<file path="config.mk">
export PLATFORM = sky130hd
export DESIGN_NAME = sdo_top
export DESIGN_NICKNAME = d
export VERILOG_FILES = /design/src/core/sdo_fifo.v /design/src/core/sdo_uart.v /design/src/core/sdo_top.v
export VERILOG_INCLUDE_DIRS = /design/src /design/src/core
export SDC_FILE = /design/constraint.sdc
export NUM_CORES = 1
export LEC_CHECK = 0
export BUFFER_PORTS_ARGS = -buffer_cell sky130_fd_sc_hd__buf_2
export CAP_MARGIN = 5
export CORE_ASPECT_RATIO = 1.1
export CORE_MARGIN = 2
export CORE_UTILIZATION = 60
export DETAILED_ROUTE_END_ITERATION = 16
export GPL_ROUTABILITY_DRIVEN = 1
export PLACE_DENSITY = 0.78
export SKIP_LAST_GASP = 1
export SYNTH_ARGS = -nofsm -noshare
export SYNTH_HDL_FRONTEND = slang
export SYNTH_SLANG_ARGS = --single-unit
</file>
<file path="constraint.sdc">
create_clock -name clk -period 22.6 [get_ports clk]
set_input_delay 0 -clock clk [delete_from_list [all_inputs] [get_ports clk]]
set_output_delay 0 -clock clk [all_outputs]
set_load 0.01 [all_outputs]
</file>
<file path="src/core/sdo_map.vh">
// constants of the setup override block: map, setup layout, timing
`ifndef SDO_MAP_VH
`define SDO_MAP_VH
`define SDO_CLK_HZ      50000000
`define SDO_DEF_BAUD    300
`define SDO_DEB_MS      10
`define SDO_OFS_CTRL    8'h00
`define SDO_OFS_STAT    8'h04
`define SDO_OFS_DIR     8'h08
`define SDO_OFS_OUT     8'h0c
`define SDO_OFS_CHAN    8'h10
`define SDO_OFS_PINS    8'h14
`define SDO_OFS_SETUP   8'h18
`define SDO_CTRL_CONT   0
`define SDO_CTRL_BIN    1
`define SDO_CHAN_DIR    3
`define SDO_CHAN_VAL    4
`define SDO_NV_RST      32'h00020031
`define SDO_SU_ADDR     7:0
`define SDO_SU_BAUD     15:12
`define SDO_SU_PAR      11:10
`define SDO_SU_DIR      31:24
`define SDO_DEF_CODE    4'h0
`define SDO_DEF_PAR     2'h0
`define SDO_CH_SOF      8'h24
`define SDO_CH_HASH     8'h23
`define SDO_CH_CR       8'h0d
`define SDO_CH_NUL      8'h00
`define SDO_CH_OK       8'h2a
`define SDO_CH_ERR      8'h3f
`define SDO_CH_R        8'h52
`define SDO_CH_S        8'h53
`define SDO_CH_U        8'h55
`endif

</file>
<file path="src/core/sdo_fifo.v">
// synchronous fifo with valid/ready on both sides
`timescale 1ns/1ps
`default_nettype none
module sdo_fifo #(
	parameter W  = 8,
	parameter D  = 16,
	parameter AW = 4
) (
	input  wire         clk,
	input  wire         sys_rst,
	input  wire         ce,
	input  wire         in_valid,
	output wire         in_ready,
	input  wire [W-1:0] in_data,
	output wire         out_valid,
	input  wire         out_ready,
	output wire [W-1:0] out_data
);
	localparam [AW:0] FULL = D[AW:0];

	reg  [W-1:0] mem [0:D-1];
	reg  [AW:0]  wr_q;
	reg  [AW:0]  rd_q;
	wire         push;
	wire         pop;

	assign in_ready  = (wr_q - rd_q) != FULL;
	assign out_valid = wr_q != rd_q;
	assign out_data  = mem[rd_q[AW-1:0]];
	assign push      = ce & in_valid & in_ready;
	assign pop       = ce & out_valid & out_ready;

	always @(posedge clk) begin
		if (push)
			mem[wr_q[AW-1:0]] <= in_data;
	end

	always @(posedge clk or posedge sys_rst) begin
		if (sys_rst) begin
			wr_q <= {(AW+1){1'b0}};
			rd_q <= {(AW+1){1'b0}};
		end else begin
			if (push)
				wr_q <= wr_q + 1'b1;
			if (pop)
				rd_q <= rd_q + 1'b1;
		end
	end
endmodule
`default_nettype wire

</file>
<file path="src/core/sdo_uart.v">
// serial receiver and transmitter, 8 data bits, optional parity, 1 stop
`timescale 1ns/1ps
`default_nettype none
module sdo_uart (
	input  wire        clk,
	input  wire        sys_rst,
	input  wire        ce,
	input  wire [17:0] div,
	input  wire [1:0]  par,
	input  wire        rx_en,
	input  wire        rxd,
	output reg         rx_valid,
	output reg  [7:0]  rx_data,
	input  wire        tx_valid,
	output wire        tx_ready,
	input  wire [7:0]  tx_data,
	output reg         txd
);
	// par: 0 none, 1 odd, 2 even, 3 mark
	function par_bit;
		input [1:0] p;
		input [7:0] d;
		begin
			case (p)
			2'h1:    par_bit = ~^d;
			2'h2:    par_bit = ^d;
			default: par_bit = 1'b1;
			endcase
		end
	endfunction

	reg  [17:0] rx_cnt_q;
	reg  [3:0]  rx_bit_q;
	reg         rx_busy_q;
	reg  [8:0]  rx_sh_q;
	reg  [17:0] tx_cnt_q;
	reg  [3:0]  tx_left_q;
	reg  [10:0] tx_sh_q;
	wire        has_par = par != 2'h0;
	wire [3:0]  rx_last = has_par ? 4'ha : 4'h9;
	wire [7:0]  rx_byte = has_par ? rx_sh_q[7:0] : rx_sh_q[8:1];
	wire        par_ok  = ~has_par | (rx_sh_q[8] == par_bit(par, rx_byte));

	// -------------------------------------------------------------
	// receiver: samples mid-bit after a half-period start check
	// -------------------------------------------------------------
	always @(posedge clk or posedge sys_rst) begin
		if (sys_rst) begin
			rx_cnt_q  <= 18'h0;
			rx_bit_q  <= 4'h0;
			rx_busy_q <= 1'b0;
			rx_sh_q   <= 9'h0;
			rx_valid  <= 1'b0;
			rx_data   <= 8'h0;
		end else if (ce) begin
			rx_valid <= 1'b0;
			if (!rx_busy_q) begin
				if (rx_en && !rxd) begin
					rx_busy_q <= 1'b1;
					rx_cnt_q  <= {1'b0, div[17:1]};
					rx_bit_q  <= 4'h0;
				end
			end else if (rx_cnt_q != 18'h0) begin
				rx_cnt_q <= rx_cnt_q - 18'h1;
			end else begin
				rx_cnt_q <= div - 18'h1;
				rx_bit_q <= rx_bit_q + 4'h1;
				if (rx_bit_q == 4'h0) begin
					if (rxd)
						rx_busy_q <= 1'b0;
				end else if (rx_bit_q == rx_last) begin
					// framing or parity errors drop the byte
					rx_busy_q <= 1'b0;
					rx_valid  <= rxd & par_ok;
					rx_data   <= rx_byte;
				end else begin
					rx_sh_q <= {rxd, rx_sh_q[8:1]};
				end
			end
		end
	end

	// -------------------------------------------------------------
	// transmitter
	// -------------------------------------------------------------
	assign tx_ready = (tx_left_q == 4'h0) && (tx_cnt_q == 18'h0);

	always @(posedge clk or posedge sys_rst) begin
		if (sys_rst) begin
			tx_cnt_q  <= 18'h0;
			tx_left_q <= 4'h0;
			tx_sh_q   <= 11'h7ff;
			txd       <= 1'b1;
		end else if (ce) begin
			if (tx_cnt_q != 18'h0) begin
				tx_cnt_q <= tx_cnt_q - 18'h1;
			end else if (tx_left_q != 4'h0) begin
				txd       <= tx_sh_q[0];
				tx_sh_q   <= {1'b1, tx_sh_q[10:1]};
				tx_left_q <= tx_left_q - 4'h1;
				tx_cnt_q  <= div - 18'h1;
			end else begin
				txd <= 1'b1;
				if (tx_valid) begin
					tx_sh_q   <= {1'b1, has_par ?
						par_bit(par, tx_data) : 1'b1, tx_data, 1'b0};
					tx_left_q <= has_par ? 4'hb : 4'ha;
				end
			end
		end
	end
endmodule
`default_nettype wire

</file>
<file path="src/core/sdo_top.v">
// setup override top: strap, setup store, command parser, channels
`timescale 1ns/1ps
`default_nettype none
`include "sdo_map.vh"
// Summary of operation
// - strap low forces 300 baud, 8 data, 1 stop, no parity
// - strap low accepts any address except NUL, CR, dollar, hash
// - strap never alters the stored setup
// - every command works while the strap is low
// - setup writes under strap change storage, not active format
// - strap release causes program reset and stored format
// - error reply sends own address right after question mark
// - read setup returns stored setup including address code
// - stored per-channel direction applied at power-up and reset
// - channels set singly or all at once, input or output
// - continuous mode only allowed under the ascii protocol
// - all setup fields writable over the serial port
// - factory setup: address 1, 300 baud, plain, delay two
module sdo_top #(
	parameter BASE_DIV = `SDO_CLK_HZ / `SDO_DEF_BAUD,
	parameter DEB_CYC  = `SDO_CLK_HZ / 1000 * `SDO_DEB_MS
) (
	input  wire        clk,
	input  wire        sys_rst,
	input  wire        ce,
	input  wire        default_n,
	input  wire        rxd,
	output wire        txd,
	input  wire [7:0]  addr,
	input  wire [31:0] wr_data,
	input  wire        wr_en,
	input  wire        rd_en,
	output wire [31:0] rd_data,
	input  wire [7:0]  chan_in,
	output wire [7:0]  chan_out,
	output wire [7:0]  chan_oe,
	output wire        default_mode,
	output wire        cont_mode
);
	localparam [17:0] BDIV    = BASE_DIV[17:0];
	localparam [19:0] DEB_N   = DEB_CYC[19:0];
	localparam [19:0] DEB_END = DEB_N - 20'h1;
	localparam        ST_BOOT = 1'b0;
	localparam        ST_RUN  = 1'b1;
	localparam [2:0]  P_IDLE  = 3'h0;
	localparam [2:0]  P_ADDR  = 3'h1;
	localparam [2:0]  P_C1    = 3'h2;
	localparam [2:0]  P_C2    = 3'h3;
	localparam [2:0]  P_ARG   = 3'h4;
	localparam [2:0]  P_RESP  = 3'h5;
	localparam [1:0]  K_OK    = 2'h0;
	localparam [1:0]  K_SET   = 2'h1;
	localparam [1:0]  K_ERR   = 2'h2;

	function [7:0] hex_ch;
		input [3:0] n;
		begin
			if (n < 4'ha)
				hex_ch = 8'h30 + {4'h0, n};
			else
				hex_ch = 8'h37 + {4'h0, n};
		end
	endfunction

	function [4:0] hex_val;
		input [7:0] c;
		begin
			if (c >= 8'h30 && c <= 8'h39)
				hex_val = {1'b1, c[3:0]};
			else if (c >= 8'h41 && c <= 8'h46)
				hex_val = {1'b1, c[3:0] + 4'h9};
			else
				hex_val = 5'h00;
		end
	endfunction

	reg         sync1_q;
	reg         sync2_q;
	reg         strap_q;
	reg         rel_q;
	reg  [19:0] deb_q;
	reg         state_q;
	reg  [31:0] nv_q;
	reg  [3:0]  run_code_q;
	reg  [1:0]  run_par_q;
	reg  [7:0]  dir_q;
	reg  [7:0]  out_q;
	reg  [1:0]  ctrl_q;
	reg         dflt_q;
	reg         cont_q;
	reg  [31:0] rd_q;
	reg  [2:0]  p_q;
	reg  [15:0] cmd_q;
	reg  [31:0] arg_q;
	reg  [3:0]  narg_q;
	reg         bad_q;
	reg  [1:0]  kind_q;
	reg  [3:0]  ridx_q;
	reg  [7:0]  resp_byte;
	reg  [31:0] nv_sh;
	wire        dflt;
	wire [3:0]  act_code;
	wire [1:0]  act_par;
	wire [17:0] div;
	wire        rx_valid;
	wire [7:0]  rx_data;
	wire [4:0]  hv;
	wire        addr_ok;
	wire        push_ready;
	wire        tx_valid;
	wire        tx_ready;
	wire [7:0]  tx_data;
	wire [3:0]  last_idx;

	// -------------------------------------------------------------
	// strap pin: two-stage sync, then a stability counter
	// -------------------------------------------------------------
	always @(posedge clk or posedge sys_rst) begin
		if (sys_rst) begin
			sync1_q <= 1'b1;
			sync2_q <= 1'b1;
			strap_q <= 1'b1;
			rel_q   <= 1'b0;
			deb_q   <= 20'h0;
		end else if (ce) begin
			sync1_q <= default_n;
			sync2_q <= sync1_q;
			rel_q   <= 1'b0;
			if (sync2_q == strap_q) begin
				deb_q <= 20'h0;
			end else if (deb_q == DEB_END) begin
				strap_q <= sync2_q;
				rel_q   <= sync2_q;
				deb_q   <= 20'h0;
			end else begin
				deb_q <= deb_q + 20'h1;
			end
		end
	end

	assign dflt = ~strap_q;
	// forced format only while the strap is low; storage is untouched
	assign act_code = dflt ? `SDO_DEF_CODE : run_code_q;
	assign act_par  = dflt ? `SDO_DEF_PAR : run_par_q;
	assign div      = BDIV >> act_code;

	// -------------------------------------------------------------
	// program reset, channel control and register writes
	// -------------------------------------------------------------
	always @(posedge clk or posedge sys_rst) begin
		if (sys_rst) begin
			state_q    <= ST_BOOT;
			run_code_q <= `SDO_DEF_CODE;
			run_par_q  <= `SDO_DEF_PAR;
			dir_q      <= 8'h00;
			out_q      <= 8'h00;
			ctrl_q     <= 2'h0;
			dflt_q     <= 1'b0;
			cont_q     <= 1'b0;
		end else if (ce) begin
			dflt_q <= dflt;
			cont_q <= ctrl_q[`SDO_CTRL_CONT] &
				~ctrl_q[`SDO_CTRL_BIN];
			if (rel_q) begin
				state_q <= ST_BOOT;
			end else if (state_q == ST_BOOT) begin
				// setup is in place before the receiver opens
				run_code_q <= nv_q[`SDO_SU_BAUD];
				run_par_q  <= nv_q[`SDO_SU_PAR];
				dir_q      <= nv_q[`SDO_SU_DIR];
				out_q      <= 8'h00;
				ctrl_q     <= 2'h0;
				state_q    <= ST_RUN;
			end else if (wr_en) begin
				case (addr)
				`SDO_OFS_CTRL: ctrl_q <= wr_data[1:0];
				`SDO_OFS_DIR:  dir_q <= wr_data[7:0];
				`SDO_OFS_OUT:  out_q <= wr_data[7:0];
				`SDO_OFS_CHAN: begin
					if (wr_data[`SDO_CHAN_DIR])
						dir_q[wr_data[2:0]] <=
							wr_data[`SDO_CHAN_VAL];
					else
						out_q[wr_data[2:0]] <=
							wr_data[`SDO_CHAN_VAL];
				end
				default: ;
				endcase
			end
		end
	end

	// -------------------------------------------------------------
	// register reads: data in the cycle after the strobe only
	// -------------------------------------------------------------
	always @(posedge clk or posedge sys_rst) begin
		if (sys_rst) begin
			rd_q <= 32'h0;
		end else if (ce) begin
			rd_q <= 32'h0;
			if (rd_en) begin
				case (addr)
				`SDO_OFS_CTRL:  rd_q <= {30'h0, ctrl_q};
				`SDO_OFS_STAT:  rd_q <= {23'h0, state_q, cont_q,
					dflt, act_par, act_code};
				`SDO_OFS_DIR:   rd_q <= {24'h0, dir_q};
				`SDO_OFS_OUT:   rd_q <= {24'h0, out_q};
				`SDO_OFS_PINS:  rd_q <= {24'h0, chan_in};
				`SDO_OFS_SETUP: rd_q <= nv_q;
				default:        rd_q <= 32'h0;
				endcase
			end
		end
	end

	// -------------------------------------------------------------
	// command parser: start, address, two command letters, hex, CR
	// -------------------------------------------------------------
	assign hv      = hex_val(rx_data);
	assign addr_ok = dflt ?
		(rx_data != `SDO_CH_NUL && rx_data != `SDO_CH_CR &&
		 rx_data != `SDO_CH_SOF && rx_data != `SDO_CH_HASH) :
		(rx_data == nv_q[`SDO_SU_ADDR]);
	assign last_idx = (kind_q == K_OK) ? 4'h1 :
		(kind_q == K_SET) ? 4'h9 : 4'h2;

	always @* begin
		nv_sh     = nv_q >> {4'h8 - ridx_q, 2'h0};
		resp_byte = `SDO_CH_CR;
		case (kind_q)
		K_OK: begin
			if (ridx_q == 4'h0)
				resp_byte = `SDO_CH_OK;
		end
		K_SET: begin
			if (ridx_q == 4'h0)
				resp_byte = `SDO_CH_OK;
			else if (ridx_q != 4'h9)
				resp_byte = hex_ch(nv_sh[3:0]);
		end
		default: begin
			if (ridx_q == 4'h0)
				resp_byte = `SDO_CH_ERR;
			else if (ridx_q == 4'h1)
				resp_byte = nv_q[`SDO_SU_ADDR];
		end
		endcase
	end

	always @(posedge clk or posedge sys_rst) begin
		if (sys_rst) begin
			p_q    <= P_IDLE;
			cmd_q  <= 16'h0;
			arg_q  <= 32'h0;
			narg_q <= 4'h0;
			bad_q  <= 1'b0;
			kind_q <= K_OK;
			ridx_q <= 4'h0;
			nv_q   <= `SDO_NV_RST;
		end else if (ce) begin
			if (state_q == ST_BOOT) begin
				p_q <= P_IDLE;
			end else begin
				case (p_q)
				P_IDLE: begin
					if (rx_valid && (rx_data == `SDO_CH_SOF ||
					    rx_data == `SDO_CH_HASH))
						p_q <= P_ADDR;
				end
				P_ADDR: begin
					// an address character is always expected
					if (rx_valid)
						p_q <= addr_ok ? P_C1 : P_IDLE;
				end
				P_C1: begin
					if (rx_valid) begin
						cmd_q[15:8] <= rx_data;
						p_q         <= P_C2;
					end
				end
				P_C2: begin
					if (rx_valid) begin
						cmd_q[7:0] <= rx_data;
						arg_q      <= 32'h0;
						narg_q     <= 4'h0;
						bad_q      <= 1'b0;
						p_q        <= P_ARG;
					end
				end
				P_ARG: begin
					if (rx_valid && rx_data == `SDO_CH_CR) begin
						ridx_q <= 4'h0;
						p_q    <= P_RESP;
						// no command is gated by the strap
						if (!bad_q && narg_q == 4'h0 && cmd_q ==
						    {`SDO_CH_R, `SDO_CH_S}) begin
							kind_q <= K_SET;
						end else if (!bad_q && narg_q == 4'h8 &&
						    cmd_q == {`SDO_CH_S, `SDO_CH_U}) begin
							kind_q <= K_OK;
							nv_q   <= arg_q;
						end else begin
							kind_q <= K_ERR;
						end
					end else if (rx_valid) begin
						if (hv[4] && narg_q != 4'h8) begin
							arg_q  <= {arg_q[27:0], hv[3:0]};
							narg_q <= narg_q + 4'h1;
						end else begin
							bad_q <= 1'b1;
						end
					end
				end
				P_RESP: begin
					// input is ignored while the reply is queued, not while it is sent
					if (push_ready) begin
						ridx_q <= ridx_q + 4'h1;
						if (ridx_q == last_idx)
							p_q <= P_IDLE;
					end
				end
				default: p_q <= P_IDLE;
				endcase
			end
		end
	end

	// -------------------------------------------------------------
	// reply buffer and serial port
	// -------------------------------------------------------------
	sdo_fifo #(
		.W  (8),
		.D  (16),
		.AW (4)
	) u_fifo (
		.clk       (clk),
		.sys_rst   (sys_rst),
		.ce        (ce),
		.in_valid  (p_q == P_RESP),
		.in_ready  (push_ready),
		.in_data   (resp_byte),
		.out_valid (tx_valid),
		.out_ready (tx_ready),
		.out_data  (tx_data)
	);

	sdo_uart u_uart (
		.clk      (clk),
		.sys_rst  (sys_rst),
		.ce       (ce),
		.div      (div),
		.par      (act_par),
		.rx_en    (state_q == ST_RUN),
		.rxd      (rxd),
		.rx_valid (rx_valid),
		.rx_data  (rx_data),
		.tx_valid (tx_valid),
		.tx_ready (tx_ready),
		.tx_data  (tx_data),
		.txd      (txd)
	);

	assign rd_data      = rd_q;
	assign chan_out     = out_q;
	assign chan_oe      = dir_q;
	assign default_mode = dflt_q;
	assign cont_mode    = cont_q;
endmodule
`default_nettype wire

</file>
==> reports/results.ini <==
[status]
status=finished, final reports clean

[routing]
drc=0
drt_pass1_iterations=5
drtIter0Drc=1697
via_count=14700
post_drt_wl_per_cell_um=20.5
final_antenna_net_count=0
totalWireLength_um=47500
viasPerCell=6.36

[grt]
grt_pass1_vias=14500
track_usage_pct=28.3
grt_first_pass_wirelength_um=77600
grt_start_max_net_pins=122
grt_antenna_before_repair=0
grt_overflow=0

[finish]
area_growth_pct=11.2
final_cell_mix=dfrtp_1 (241), nand2_1 (226), o21ai_0 (130)
drive_gt1_share_pct=17.9
design_area_um2=21900
final_common_cell=dfrtp_1
nNetsFinal=1949
antenna_cells=0
post-route-util_pct=67.7

[yosys]
syn_area_per_cell_um2=11.0
ys.flop_type=dfrtp_1
synth_fp_nets=1883
synthArstFlopShare_pct=67.1
yosys.area.top_type=dfrtp_1
synth_area_um2=19700
synthCells=1791
yosysWarnings=0
ys_seq_elements=389
yosysSeqAreaShare_pct=52.9
synth.distinct_cells=85
yosysTopAreaCellShare_pct=30.9
synth_edf_count=128
synthTopCellsByArea=dfrtp_1 (31%), edfxtp_1 (20%), mux2_2 (4.9%), mux4_2 (4.6%), nand2_1 (4.3%)

[timing]
setup_violations=0
finalCritPeriodShare_pct=18.5
setup_slack_ps=18420
fin_tns_setup_ps=0
clock_skew_ps=17.7
max_slew_margin_pct=14.5
post-route-min-period_ps=4180
finalHoldViolations=0
fmax_mhz=240
slew_violations=0
hold_slack_ps=30.7
rsz0062_at_grt=false
tightest_slew_ps=1280

[cts]
cts_setup_buffers=0
cts_buffers=40
tritoncts=built
clkSinkCount=389
clock_latency_ps=540
clock_path_buffers=3
cts.clk_slew.worst_paths_ps=70
htree_levels=2
cts_root_buffer=clkbuf_16

[die]
initial_core_util_pct=60.9
io_pins=106
die_area_um2=34200
rows=69
core_um2=32300
die_w_um=177
fp.dieH_um=194

[placement]
dpl_cell_area_um2=20300
port_buffers=81
place_ws_ps=18520
place_congestion=0.895
dp_hpwl_um=31800

[critical_path]
arrival_ps=4330
cp.required_ps=22760
worst_setup_path_end_kind=flop
start_kind=flop
path_max_fanout=17
worstPathCellList=inv_1, ha_1, mux4_2, mux2_2, nand2_1, ha_1, and4_1, nor3_1, o22ai_1
rr_worst_depth=9
critical_path_class=reg -> reg
critPathMostFrequentCell=ha_1
cp_slowest_cell=o22ai_1
max_stage_delay_ps=960

[hold_path]
hold_depth=5
min_path_type=in -> reg

[job]
drv_cap=0

[power]
p_comb_share_pct=13.3
p_clk_share_pct=38.0
leakage_nw=8.85
p_switching_uw=461
power.density_nw_per_um2=78.7
ir_worst_vdd_mv=0.0600
switching_share_pct=26.8
intPower_mw=1.26
power_frac_seq_pct=48.7

==> metal layers <==
metal	GRT usage, %	vias to the layer above	wire (um)
li1	-	6679	-
met1	40.3	7377	20200
met5	0	-	0
met2	45.5	569	22800
met4	8.17	0	1310
met3	4.27	94	3210
==> kinds of logic (layout without fill, tap and decap cells) <==
logic type,Yosys count,after routing,share of synthesized area [%]
xor+xnor,68,68,3.03
fa+ha+maj,37,37,2.35
compound gates,426,426,14.0
flops,389,389,52.9
mux,148,148,10.6
buf+inv,155,252,3.23
simple gates,568,568,13.9
==> worst max-delay path: cells and delay by family (launching register included) <==
family | cells | cell delay [ps]
adders and majority gates | 2 | 780
and+or+nand+nor | 3 | 360
buffers and inverters | 1 | 100
AOI/OAI and AO/OA | 1 | 960
muxes | 2 | 700
DFF | 1 | 870
==> sequential cells by signal, indices dropped and copies added, names as in the netlist, 5 cells and up <==
name             count
arg_q               32
chan_oe              8
chan_out             8
cmd_q               16
deb_q               20
nv_q                32
rd_data             32
u_fifo.mem         128
u_fifo.rd_q          5
u_fifo.wr_q          5
u_uart.rx_cnt_q     18
u_uart.rx_data       8
u_uart.rx_sh_q       9
u_uart.tx_cnt_q     18
u_uart.tx_sh_q      10
==> through the flow <==
stage	total power, mW	instances
CTS	1.73	2314
global route	1.79	2314
global placement	1.06	2218
finish	1.72	2314
detailed placement	1.07	2218
floorplan	1.01	1791
==> power by group through the flow <==
| stage | sequential (mW) | clock [mW] | combinational (mW) |
|---|---|---|---|
| final | 0.838 | 0.654 | 0.228 |
| after global routing | 0.846 | 0.690 | 0.254 |
| after CTS | 0.837 | 0.661 | 0.229 |
| after detailed placement | 0.848 | 0 | 0.223 |
| after global placement | 0.846 | 0 | 0.215 |
| after floorplan | 0.826 | 0 | 0.183 |
==> cell usage after synthesis (5+ instances only) <==
| library cell | instances |
|---|---|
| a211oi_1 | 5 |
| edfxtp_1 | 128 |
| xor2_1 | 32 |
| o22a_1 | 12 |
| o21ai_0 | 132 |
| nand2b_1 | 15 |
| o2bb2ai_1 | 12 |
| o21a_1 | 5 |
| nor2_1 | 110 |
| o22ai_1 | 9 |
| xnor2_1 | 36 |
| nor4_1 | 12 |
| a21oi_1 | 73 |
| a22o_1 | 33 |
| o31ai_1 | 15 |
| o21ai_1 | 13 |
| nor3_1 | 43 |
| nor3b_1 | 6 |
| a22oi_1 | 34 |
| a21o_1 | 15 |
| mux2i_1 | 22 |
| buf_4 | 5 |
| and3_1 | 10 |
| buf_2 | 9 |
| nand4_1 | 19 |
| a31oi_1 | 23 |
| nand3_1 | 40 |
| dfstp_2 | 18 |
| and2_1 | 15 |
| mux4_2 | 40 |
| or3_1 | 10 |
| or2_2 | 5 |
| dfrtp_1 | 243 |
| mux2_2 | 86 |
| clkbuf_1 | 70 |
| inv_1 | 60 |
| nand2_1 | 226 |
| nor2b_1 | 17 |
| buf_1 | 7 |
| ha_1 | 37 |
==> path summary, 6_finish.rpt <==
path	from	to	slack, ps
max	ridx_q[0]$_DFFE_PP0P_	u_fifo.mem[12][2]$_DFFE_PP_	18420
min	addr[5]	rd_data[1]$_DFFE_PP0P_	30
max reg2reg	ridx_q[0]$_DFFE_PP0P_	u_fifo.mem[12][2]$_DFFE_PP_	18420
min reg2reg	u_uart.txd$_DFFE_PP1P_	u_uart.txd$_DFFE_PP1P_	460
max in group asynchronous	sys_rst	u_fifo.rd_q[0]$_DFFE_PP0P_	20140
min in group asynchronous	sys_rst	kind_q[1]$_DFFE_PP0P_	150
==> timing repair <==
action	4_1_cts	5_1_grt
hold endpoints to repair	147	0
resized for setup	0	0
hold buffers	23	0
==> cell type report <==
| type | count | area, um^2 |
|---|---|---|
| inverter | 61 | 236 |
| multi-input combinational | 1247 | 8660 |
| timing repair buffer | 118 | 741 |
| tap | 426 | 533 |
| clock inverter | 17 | 148 |
| clock buffer | 56 | 1160 |
| fill | 2344 | 10400 |
| sequential | 389 | 10400 |
(Power assumes the default switching activity.)
